**src/pkg/pbs_defines.svh**
```systemverilog
// Constants of the port-B bus sizer and byte swapper.
// Assumes inclusion by bare name from package and design files.
`ifndef PBS_DEFINES_SVH
`define PBS_DEFINES_SVH

`define PBS_LONG_W 36
`define PBS_WORD_W 18
`define PBS_BYTE_W 9
`define PBS_SYNC_W 45
`define PBS_SWAP_NONE 2'h0
`define PBS_SWAP_BYTE 2'h1
`define PBS_SWAP_WORD 2'h2
`define PBS_SWAP_BOTH 2'h3
`define PBS_LAST_WORD 2'h1
`define PBS_LAST_BYTE 2'h3

`endif

```
**src/pkg/pbs_pkg.sv**
```systemverilog
// Types of the port-B bus sizer and byte swapper.
// Assumes pbs_defines.svh is on the include path.
`include "pbs_defines.svh"

package pbs_pkg;
  // Width modes, Gray coded; encoding is ours, decoded from the two width selects
  typedef enum logic [1:0] {
    PBS_SIZE_LONG = 2'h0,
    PBS_SIZE_WORD = 2'h1,
    PBS_SIZE_BYTE = 2'h3,
    PBS_SIZE_MAIL = 2'h2
  } pbs_size_t;
endpackage

```
**src/design/pbs_swapper.sv**
```systemverilog
// Byte reordering stage of the port-B datapath, purely combinational.
// Assumes the caller registers the result; both data directions use it.
`timescale 1ns/100ps
`default_nettype none
`include "pbs_defines.svh"

module pbs_swapper
  import pbs_pkg::*;
(
  input wire logic [`PBS_LONG_W-1:0] data_in, // Long word before reordering
  input wire logic [1:0] swap_sel_in, // {reorder_select_lo, reorder_select_hi}
  output logic [`PBS_LONG_W-1:0] data_out // Reordered long word
);
  localparam int B = `PBS_BYTE_W;
  logic [B-1:0] b0, b1, b2, b3;

  assign b0 = data_in[B-1:0];
  assign b1 = data_in[2*B-1:B];
  assign b2 = data_in[3*B-1:2*B];
  assign b3 = data_in[4*B-1:3*B];

  // Whole 9-bit bytes move; bits inside each byte keep their order
  always_comb begin
    case (swap_sel_in)
      `PBS_SWAP_NONE: data_out = {b3, b2, b1, b0};
      `PBS_SWAP_BYTE: data_out = {b0, b1, b2, b3};
      `PBS_SWAP_WORD: data_out = {b1, b0, b3, b2};
      `PBS_SWAP_BOTH: data_out = {b2, b3, b0, b1};
      default: data_out = data_in;
    endcase
  end
endmodule

`default_nettype wire

```
**src/design/pbs_port_b.sv**
```systemverilog
// Port-B datapath stage of a clocked 36-bit FIFO: byte reordering and bus sizing.
// Assumes FIFO core, mailbox flags and parity live outside; the port-B clock
// and all port-B pins are foreign and are synchronised here.
`timescale 1ns/100ps
`default_nettype none
`include "pbs_defines.svh"

module pbs_port_b
  import pbs_pkg::*;
#(
  parameter int LONG_WIDTH = `PBS_LONG_W
) (
  input wire logic clock_in, // System clock, 100 MHz
  input wire logic reset_in, // Synchronous reset, active high
  input wire logic port_b_clock_in, // Port-B clock pin, sampled
  input wire logic port_b_chip_select_n_in, // Port-B select, active low
  input wire logic port_b_enable_in, // Port-B transfer enable, active high
  input wire logic port_b_write_select_in, // High: write into device, low: read
  input wire logic endian_order_select_n_in, // Low big-endian, high little-endian
  input wire logic width_select_lo_in, // Lower width select
  input wire logic width_select_hi_in, // Upper width select
  input wire logic reorder_select_lo_in, // Lower swap select
  input wire logic reorder_select_hi_in, // Upper swap select
  input wire logic [`PBS_LONG_W-1:0] port_b_lines_in, // Port-B lines, pin level
  output logic [`PBS_LONG_W-1:0] port_b_lines_out, // Port-B lines, driven value
  output logic port_b_lines_oe_out, // High while the device drives the lines
  input wire logic [`PBS_LONG_W-1:0] fifo_rd_data_in, // Head word of the FIFO
  input wire logic fifo_rd_valid_in, // FIFO holds a word
  output logic fifo_rd_pop_out, // One-cycle pulse: head word consumed
  output logic [`PBS_LONG_W-1:0] fifo_wr_data_out, // Assembled long word
  output logic fifo_wr_push_out, // One-cycle pulse: store fifo_wr_data_out
  input wire logic [`PBS_LONG_W-1:0] outbound_mailbox_in, // Outbound mailbox contents
  output logic [`PBS_LONG_W-1:0] inbound_mailbox_out, // Inbound mailbox register
  output logic inbound_mailbox_write_out // One-cycle pulse: inbound mailbox loaded
);
  localparam int B = `PBS_BYTE_W;
  localparam int W = `PBS_WORD_W;
  localparam int L = `PBS_LONG_W;

  // Elaboration-time refusal: the lane slicing is fixed to four 9-bit bytes
  if (LONG_WIDTH != `PBS_LONG_W) begin : g_width_check
    $error("pbs_port_b serves only a 36-bit long word");
  end

  // Two-flop synchroniser; stage one is read by stage two only
  logic [`PBS_SYNC_W-1:0] sync1_q, sync2_q, pins;
  logic clk_prev_q;
  // Idle levels: link clock high and deselected, so a pin high at release makes no edge
  localparam logic [`PBS_SYNC_W-1:0] SYNC_IDLE = {2'b11, {(`PBS_SYNC_W-2){1'b0}}};
  assign pins = {port_b_clock_in, port_b_chip_select_n_in, port_b_enable_in,
                 port_b_write_select_in, endian_order_select_n_in, width_select_lo_in,
                 width_select_hi_in, reorder_select_lo_in, reorder_select_hi_in,
                 port_b_lines_in[L-1:1], port_b_lines_in[0]};

  always_ff @(posedge clock_in) begin
    if (reset_in) begin
      sync1_q <= SYNC_IDLE;
      sync2_q <= SYNC_IDLE;
      clk_prev_q <= 1'b1;
    end else begin
      sync1_q <= pins;
      sync2_q <= sync1_q;
      clk_prev_q <= sync2_q[`PBS_SYNC_W-1];
    end
  end

  logic b_clk_s, cs_n_s, en_s, wr_s, le_s, wlo_s, whi_s, slo_s, shi_s;
  logic [L-1:0] lines_s;
  assign {b_clk_s, cs_n_s, en_s, wr_s, le_s, wlo_s, whi_s, slo_s, shi_s, lines_s} = sync2_q;

  // One transfer per rising port-B clock edge while selected and enabled
  logic xfer;
  assign xfer = b_clk_s & ~clk_prev_q & ~cs_n_s & en_s;

  pbs_size_t live_mode;
  always_comb begin
    case ({whi_s, wlo_s})
      2'b00: live_mode = PBS_SIZE_LONG;
      2'b10: live_mode = PBS_SIZE_WORD;
      2'b01: live_mode = PBS_SIZE_BYTE;
      2'b11: live_mode = PBS_SIZE_MAIL;
      default: live_mode = PBS_SIZE_LONG;
    endcase
  end

  // Configuration of the long word in progress
  logic [1:0] phase_q;
  pbs_size_t cfg_mode_q;
  logic cfg_le_q;
  logic [1:0] cfg_swap_q;
  pbs_size_t mode;
  logic le;
  logic [1:0] swap;
  logic first;
  assign first = (phase_q == 2'h0);
  assign mode = first ? live_mode : cfg_mode_q;
  assign le = first ? le_s : cfg_le_q;
  assign swap = first ? {slo_s, shi_s} : cfg_swap_q;

  logic [1:0] last;
  assign last = (mode == PBS_SIZE_BYTE) ? `PBS_LAST_BYTE : `PBS_LAST_WORD;
  logic narrow;
  assign narrow = (mode == PBS_SIZE_WORD) || (mode == PBS_SIZE_BYTE);
  // Element of the long word carried by this transfer
  logic [1:0] elem;
  assign elem = le ? phase_q : 2'(last - phase_q);

  // Read path: swap first, then size
  logic [L-1:0] rd_swapped, hold_q, rd_word;
  pbs_swapper u_rd_swap (
    .data_in(fifo_rd_data_in),
    .swap_sel_in(swap),
    .data_out(rd_swapped)
  );
  assign rd_word = first ? rd_swapped : hold_q;

  logic [W-1:0] rd_elem;
  always_comb begin
    if (mode == PBS_SIZE_BYTE) begin
      rd_elem = {{(W-B){1'b0}}, rd_word[elem*B +: B]};
    end else begin
      rd_elem = rd_word[elem[0]*W +: W];
    end
  end

  logic rd_go;
  assign rd_go = xfer & ~wr_s & (fifo_rd_valid_in | ~first);

  // Write path: size first, then swap
  logic [L-1:0] asm_q, wr_asm, wr_swapped;
  always_comb begin
    wr_asm = asm_q;
    case (mode)
      PBS_SIZE_BYTE: wr_asm[elem*B +: B] = le ? lines_s[B-1:0] : lines_s[L-1:L-B];
      PBS_SIZE_WORD: wr_asm[elem[0]*W +: W] = le ? lines_s[W-1:0] : lines_s[L-1:W];
      default: wr_asm = lines_s;
    endcase
  end
  pbs_swapper u_wr_swap (
    .data_in(wr_asm),
    .swap_sel_in(swap),
    .data_out(wr_swapped)
  );

  logic advance;
  assign advance = narrow & ((xfer & wr_s) | rd_go);

  always_ff @(posedge clock_in) begin
    if (reset_in) begin
      phase_q <= 2'h0;
      cfg_mode_q <= PBS_SIZE_LONG;
      cfg_le_q <= 1'b0;
      cfg_swap_q <= `PBS_SWAP_NONE;
    end else if (advance) begin
      phase_q <= (phase_q == last) ? 2'h0 : 2'(phase_q + 2'h1);
      if (first) begin
        cfg_mode_q <= live_mode;
        cfg_le_q <= le_s;
        cfg_swap_q <= {slo_s, shi_s};
      end
    end
  end

  // Read lanes; lanes not in use keep their last value
  always_ff @(posedge clock_in) begin
    if (reset_in) begin
      port_b_lines_out <= '0;
      hold_q <= '0;
      fifo_rd_pop_out <= 1'b0;
    end else begin
      fifo_rd_pop_out <= 1'b0;
      if (xfer & ~wr_s) begin
        case (mode)
          PBS_SIZE_MAIL: port_b_lines_out <= outbound_mailbox_in;
          PBS_SIZE_LONG: begin
            if (fifo_rd_valid_in) begin
              port_b_lines_out <= rd_swapped;
              fifo_rd_pop_out <= 1'b1;
            end
          end
          default: begin
            if (rd_go) begin
              if (first) begin
                hold_q <= rd_swapped;
                fifo_rd_pop_out <= 1'b1;
              end
              if (mode == PBS_SIZE_BYTE && le) begin
                port_b_lines_out[B-1:0] <= rd_elem[B-1:0];
              end else if (mode == PBS_SIZE_BYTE) begin
                port_b_lines_out[L-1:L-B] <= rd_elem[B-1:0];
              end else if (le) begin
                port_b_lines_out[W-1:0] <= rd_elem;
              end else begin
                port_b_lines_out[L-1:W] <= rd_elem;
              end
            end
          end
        endcase
      end
    end
  end

  always_ff @(posedge clock_in) begin
    if (reset_in) begin
      port_b_lines_oe_out <= 1'b0;
    end else begin
      port_b_lines_oe_out <= ~cs_n_s & ~wr_s;
    end
  end

  // Write side: assembly, FIFO push and inbound mailbox
  always_ff @(posedge clock_in) begin
    if (reset_in) begin
      asm_q <= '0;
      fifo_wr_data_out <= '0;
      fifo_wr_push_out <= 1'b0;
      inbound_mailbox_out <= '0;
      inbound_mailbox_write_out <= 1'b0;
    end else begin
      fifo_wr_push_out <= 1'b0;
      inbound_mailbox_write_out <= 1'b0;
      if (xfer & wr_s) begin
        if (mode == PBS_SIZE_MAIL) begin
          inbound_mailbox_out <= lines_s;
          inbound_mailbox_write_out <= 1'b1;
        end else if (!narrow || phase_q == last) begin
          fifo_wr_data_out <= wr_swapped;
          fifo_wr_push_out <= 1'b1;
        end else begin
          asm_q <= wr_asm;
        end
      end
    end
  end

  // Checks
  AST_WORD_BE: assert property (@(posedge clock_in) disable iff (reset_in)
    rd_go && mode == PBS_SIZE_WORD && !le |=> port_b_lines_out[L-1:W] == $past(rd_elem))
    else $error("big-endian word not on upper half");
  AST_WORD_LE: assert property (@(posedge clock_in) disable iff (reset_in)
    rd_go && mode == PBS_SIZE_WORD && le |=> port_b_lines_out[W-1:0] == $past(rd_elem))
    else $error("little-endian word not on lower half");
  AST_BYTE_BE: assert property (@(posedge clock_in) disable iff (reset_in)
    rd_go && mode == PBS_SIZE_BYTE && !le
    |=> port_b_lines_out[L-1:L-B] == $past(rd_elem[B-1:0]))
    else $error("big-endian byte not on top lanes");
  AST_BYTE_LE_HOLD: assert property (@(posedge clock_in) disable iff (reset_in)
    rd_go && mode == PBS_SIZE_BYTE && le
    |=> port_b_lines_out[L-1:B] == $past(port_b_lines_out[L-1:B]))
    else $error("unused lanes changed");
  AST_BYTE_FOUR: assert property (@(posedge clock_in) disable iff (reset_in)
    rd_go && mode == PBS_SIZE_BYTE && phase_q == 2'h3 |=> phase_q == 2'h0)
    else $error("byte read did not end after four transfers");
  AST_POP_FIRST: assert property (@(posedge clock_in) disable iff (reset_in)
    rd_go && narrow && !first |=> !fifo_rd_pop_out)
    else $error("FIFO popped mid long word");
  AST_CFG_HELD: assert property (@(posedge clock_in) disable iff (reset_in)
    !first && !$past(first) |-> $stable(cfg_mode_q) && $stable(cfg_le_q))
    else $error("configuration changed mid long word");
  AST_MAIL_RD: assert property (@(posedge clock_in) disable iff (reset_in)
    xfer && !wr_s && mode == PBS_SIZE_MAIL |=> port_b_lines_out == $past(outbound_mailbox_in))
    else $error("outbound mailbox not driven");
  AST_MAIL_WR: assert property (@(posedge clock_in) disable iff (reset_in)
    xfer && wr_s && mode == PBS_SIZE_MAIL
    |=> inbound_mailbox_write_out && !fifo_wr_push_out && inbound_mailbox_out == $past(lines_s))
    else $error("inbound mailbox not loaded");
  AST_LONG_RD: assert property (@(posedge clock_in) disable iff (reset_in)
    xfer && !wr_s && mode == PBS_SIZE_LONG && fifo_rd_valid_in
    |=> fifo_rd_pop_out && port_b_lines_out == $past(rd_swapped))
    else $error("long word read wrong");
  AST_BYTE_LE: assert property (@(posedge clock_in) disable iff (reset_in)
    rd_go && mode == PBS_SIZE_BYTE && le
    |=> port_b_lines_out[B-1:0] == $past(rd_elem[B-1:0]))
    else $error("little-endian byte not on low lanes");
  AST_PUSH_LAST: assert property (@(posedge clock_in) disable iff (reset_in)
    xfer && wr_s && narrow && phase_q != last |=> !fifo_wr_push_out)
    else $error("FIFO written before the long word was complete");
  AST_WORD_TWO: assert property (@(posedge clock_in) disable iff (reset_in)
    advance && mode == PBS_SIZE_WORD && phase_q == 2'h1 |=> phase_q == 2'h0)
    else $error("word transfer did not end after two halves");
endmodule

`default_nettype wire

```
**config.mk**
```make
export PLATFORM = sky130hd
export DESIGN_NAME = pbs_port_b
export DESIGN_NICKNAME = d
export VERILOG_FILES = /design/src/pkg/pbs_pkg.sv /design/src/design/pbs_swapper.sv /design/src/design/pbs_port_b.sv
export VERILOG_INCLUDE_DIRS = /design/src /design/src/pkg
export SDC_FILE = /design/constraint.sdc
export NUM_CORES = 1
export LEC_CHECK = 0
export BUFFER_PORTS_ARGS = -buffer_cell sky130_fd_sc_hd__buf_4
export CAP_MARGIN = 15
export CORE_AREA = 2 2 222 224
export DETAILED_ROUTE_END_ITERATION = 8
export DIE_AREA = 0 0 224 226
export RECOVER_POWER = 25
export SKIP_CTS_REPAIR_TIMING = 1
export SYNTH_ARGS = -nofsm -noshare
export SYNTH_HDL_FRONTEND = slang
export SYNTH_SLANG_ARGS = --single-unit
export TNS_END_PERCENT = 10
```
**constraint.sdc**
```tcl
create_clock -name clock_in -period 7.2 [get_ports clock_in]
set_clock_uncertainty 0.05 [all_clocks]
set_input_delay 1.44 -clock clock_in [delete_from_list [all_inputs] [get_ports clock_in]]
set_output_delay 1.44 -clock clock_in [all_outputs]
set_load 0.02 [all_outputs]
```
==> results by group <==
Critical path
  – Worst r2r src: phase_q[0]
  – Kind of critical path: reg -> reg
  – Critical path launch point: phase_q[0]
  – WP data required: 7500 ps
  – Crit path max fanout: 53
  – Critical Path Source Type: flip-flop
  – Setup crit end kind: flip-flop
  – Critical Path AT: 5480 ps

Route
  – WL final: 64450 µm
  – Avg Vias per Cell: 5.969
  – Routed len/inst: 23.44 µm
  – DRT Pass-1 Iters: 5
  – Post-route ant nets: 0
  – Drt initial violations: 1895
  – Total number of vias: 16.41k
  – # DRC: 0

Clock network
  – H-tree Lvls: 2
  – Clk root buf: clkbuf_16
  – CTS tree: built
  – Clock sink count: 282
  – Longest Clk Path Bufs: 3
  – Reg clk slew, reported paths: 60 ps
  – Clk_lat worst skew: 560 ps
  – CTS Buf Count: 35

GRT
  – Total gr overflow: 0
  – Initial antenna violation count: 5
  – Total global-route track usage: 24.83%
  – Largest net degree at the start of global routing: 206
  – First-pass GRT wire length: 97360 µm
  – Vias in the first global route: 15.49k

Outcome
  – Status: complete, but fails checks
  – Violated checks: max-capacitance violations, max-slew violations

Floorplan
  – Die span in x: 224 µm
  – Cell Rows: 81
  – Core Area: 48340 µm²
  – Initial Util: 34.55%
  – Die area: 50620 µm²
  – Die height: 226 µm
  – Top Ports: 232

Pwr
  – Internal power: 2961 µW
  – Overall power: 4049 µW
  – Pwr per Cell Area: 202.8 nW/µm²
  – Leak Pwr: 0.007324 µW
  – Clock network power share: 47.5%
  – Net Sw Frac: 26.88%
  – P_sw: 1089 µW
  – Seq pwr share: 39.8%
  – Peak VDD IR: 0.0001254 V
  – Combinational power share: 12.7%

Yosys
  – Complex-gate fraction of the synthesized area: 21.71%
  – Number of flops mapped to enable cells by yosys: 0
  – Leading area contributor after synthesis: dfxtp_1
  – Mapped Area: 16700 µm²
  – Adder-cell share of the synthesized area: 0.6742%
  – Post-synth top cells: nand2_1 (323), dfxtp_1 (282), a21oi_1 (203), nor2_1 (117), nor2b_1 (110)
  – #FFs+latches synth: 282
  – Post-synthesis xor/xnor area fraction: 0.4270%
  – Post-Synthesis Cells: 1979
  – Post-synth top area share: 33.80%
  – Ys async rst share: 0%
  – Post-synthesis simple-gate area fraction: 21.79%
  – Avg Cell Area, Syn: 8.440 µm²
  – Multiplexer share of the synthesized area: 16.26%
  – Syn Nets: 2108
  – Count leader, synth: nand2_1
  – Synth top area cells: dfxtp_1 (34%), mux4_2 (7.7%), nand2_1 (7.3%)
  – Synth cell types: 87
  – Seq/Total Area, Yosys: 33.80%
  – Largest family of logic cells by synthesized area: simple AND/OR/NAND/NOR gates
  – Syn. warnings: 0
  – Main synth FF type: dfxtp_1

Min path
  – Hold Crit Class: reg -> reg
  – Min-delay src: sync1_q[44]

Placed design
  – HPWL Detailed: 44250 µm
  – PortBufs: 231
  – Global placement routability congestion: 0.9386

Timing
  – Peak Freq: 192.9 MHz
  – Relative slew margins: -23.61%
  – Setup Viol. Count Final: 0
  – Post-layout min period: 5183 ps
  – Setup TNS: 0 ps
  – Slew Limit Fails: 35
  – Fin. Hold Viols: 0
  – Worst slew pin tran: 1854 ps
  – Final worst path period share: 71.98%
  – RSZ-0062 raised after global routing: false

Cells and area
  – Area grow syn2layout: 19.56%
  – Layout cells sized above 1: 21.87%
  – Final-stage net count: 2229

Job
  – Max Cap Viol: 1
-- routing by layer --
layer	share of wire [%]	track usage, %
met2	46	39.92
met4	4.5	11.03
met3	8.3	5.295
met5	0.087	0
met1	41	32.05
-- power groups by stage --
stage	logic, µW	clock network (µW)	registers, µW
6_report	515	1920	1610
5_1_grt	550	2020	1610
4_1_cts	508	1960	1610
3_5_place_dp	506	0	1640
3_3_place_gp	501	0	1640
2_1_floorplan	326	0	1630
-- layout by cell type, fill, tap and decap left out, types with 8 or more instances in the layout --
master / instances
a2111oi_0: 15
a211oi_1: 19
a21oi_1: 203
a221oi_1: 21
a22oi_1: 10
a311oi_1: 19
a31oi_1: 12
a32o_1: 12
and3_1: 28
buf_4: 255
clkbuf_1: 10
clkbuf_16: 35
clkbuf_8: 8
dfxtp_1: 279
ha_1: 8
inv_1: 11
mux2_2: 34
mux2i_1: 95
mux4_2: 57
nand2_1: 323
nand2b_1: 33
nand3_1: 46
nand4_1: 14
nand4b_1: 8
nor2_1: 117
nor2b_1: 110
nor3_1: 57
o211a_1: 8
o211ai_1: 16
o21ai_0: 59
o221a_2: 11
o22ai_1: 27
or2_2: 10
-- per-stage QoR --
stage / cells / util (%) / setup WS, ps / hold slack [ps] / cell area, µm²
final: 2749 / 41.31 / 2017 / 363.6 / 19970
after global routing: 2748 / 41.30 / 1758 / 389.8 / 19970
after CTS: 2747 / 41.31 / 2116 / 367.2 / 19970
after detailed placement: 2684 / 38.70 / 2118 / 353.2 / 18710
after global placement: 2684 / 38.70 / 2241 / 346.4 / 18710
after floorplan: 1979 / - / 2241 / 339.5 / 16700
-- area by class of cell --
type | count | area (µm²)
diodes | 1 | 2.502
clock buffers | 46 | 997.2
flip-flops and latches | 282 | 5649
multi-input cells | 1501 | 10230
clock inverters | 17 | 264.0
fillers | 4792 | 28370
inverters | 16 | 62.56
repair buffers | 264 | 1988
well taps | 622 | 778.2
-- final timing paths --
kind,endpoint,slack (ps),depth (start not counted)
max,fifo_wr_data_out[30],2020,13
max reg2reg,fifo_wr_data_out[30],2020,13
min,sync2_q[44],360,1
min reg2reg,sync2_q[44],360,1
-- flip-flops by register name, summed over array words and instances (netlist names) --
name and count:
asm_q 36, cfg_le_q 1, cfg_mode_q 2, cfg_swap_q 2, clk_prev_q 1, fifo_rd_pop_out 1
fifo_wr_data_out 36, fifo_wr_push_out 1, hold_q 36, inbound_mailbox_out 36, inbound_mailbox_write_out 1, phase_q 2
port_b_lines_oe_out 1, port_b_lines_out 36, sync1_q 45, sync2_q 45
-- kinds of logic after synthesis --
group	count (synthesis)
AND/OR/NAND/NOR	772
AO/OA/AOI/OAI	522
flip-flops	282
buffers and inverters	196
multiplexers	192
adder cells (fa/ha/maj)	9
XOR/XNOR	6
-- critical path, stage by stage (launching register included) --
cell	delay, ps
dfxtp_2	320
clkinv_1	40
buf_4	400
ha_4	330
buf_4	640
mux2_4	360
nor2_1	130
xnor2_1	240
ha_1	530
and3b_1	450
a2111oi_0	630
a211oi_1	200
a222oi_1	480
a211oi_1	130
(Power assumes the default switching activity.)
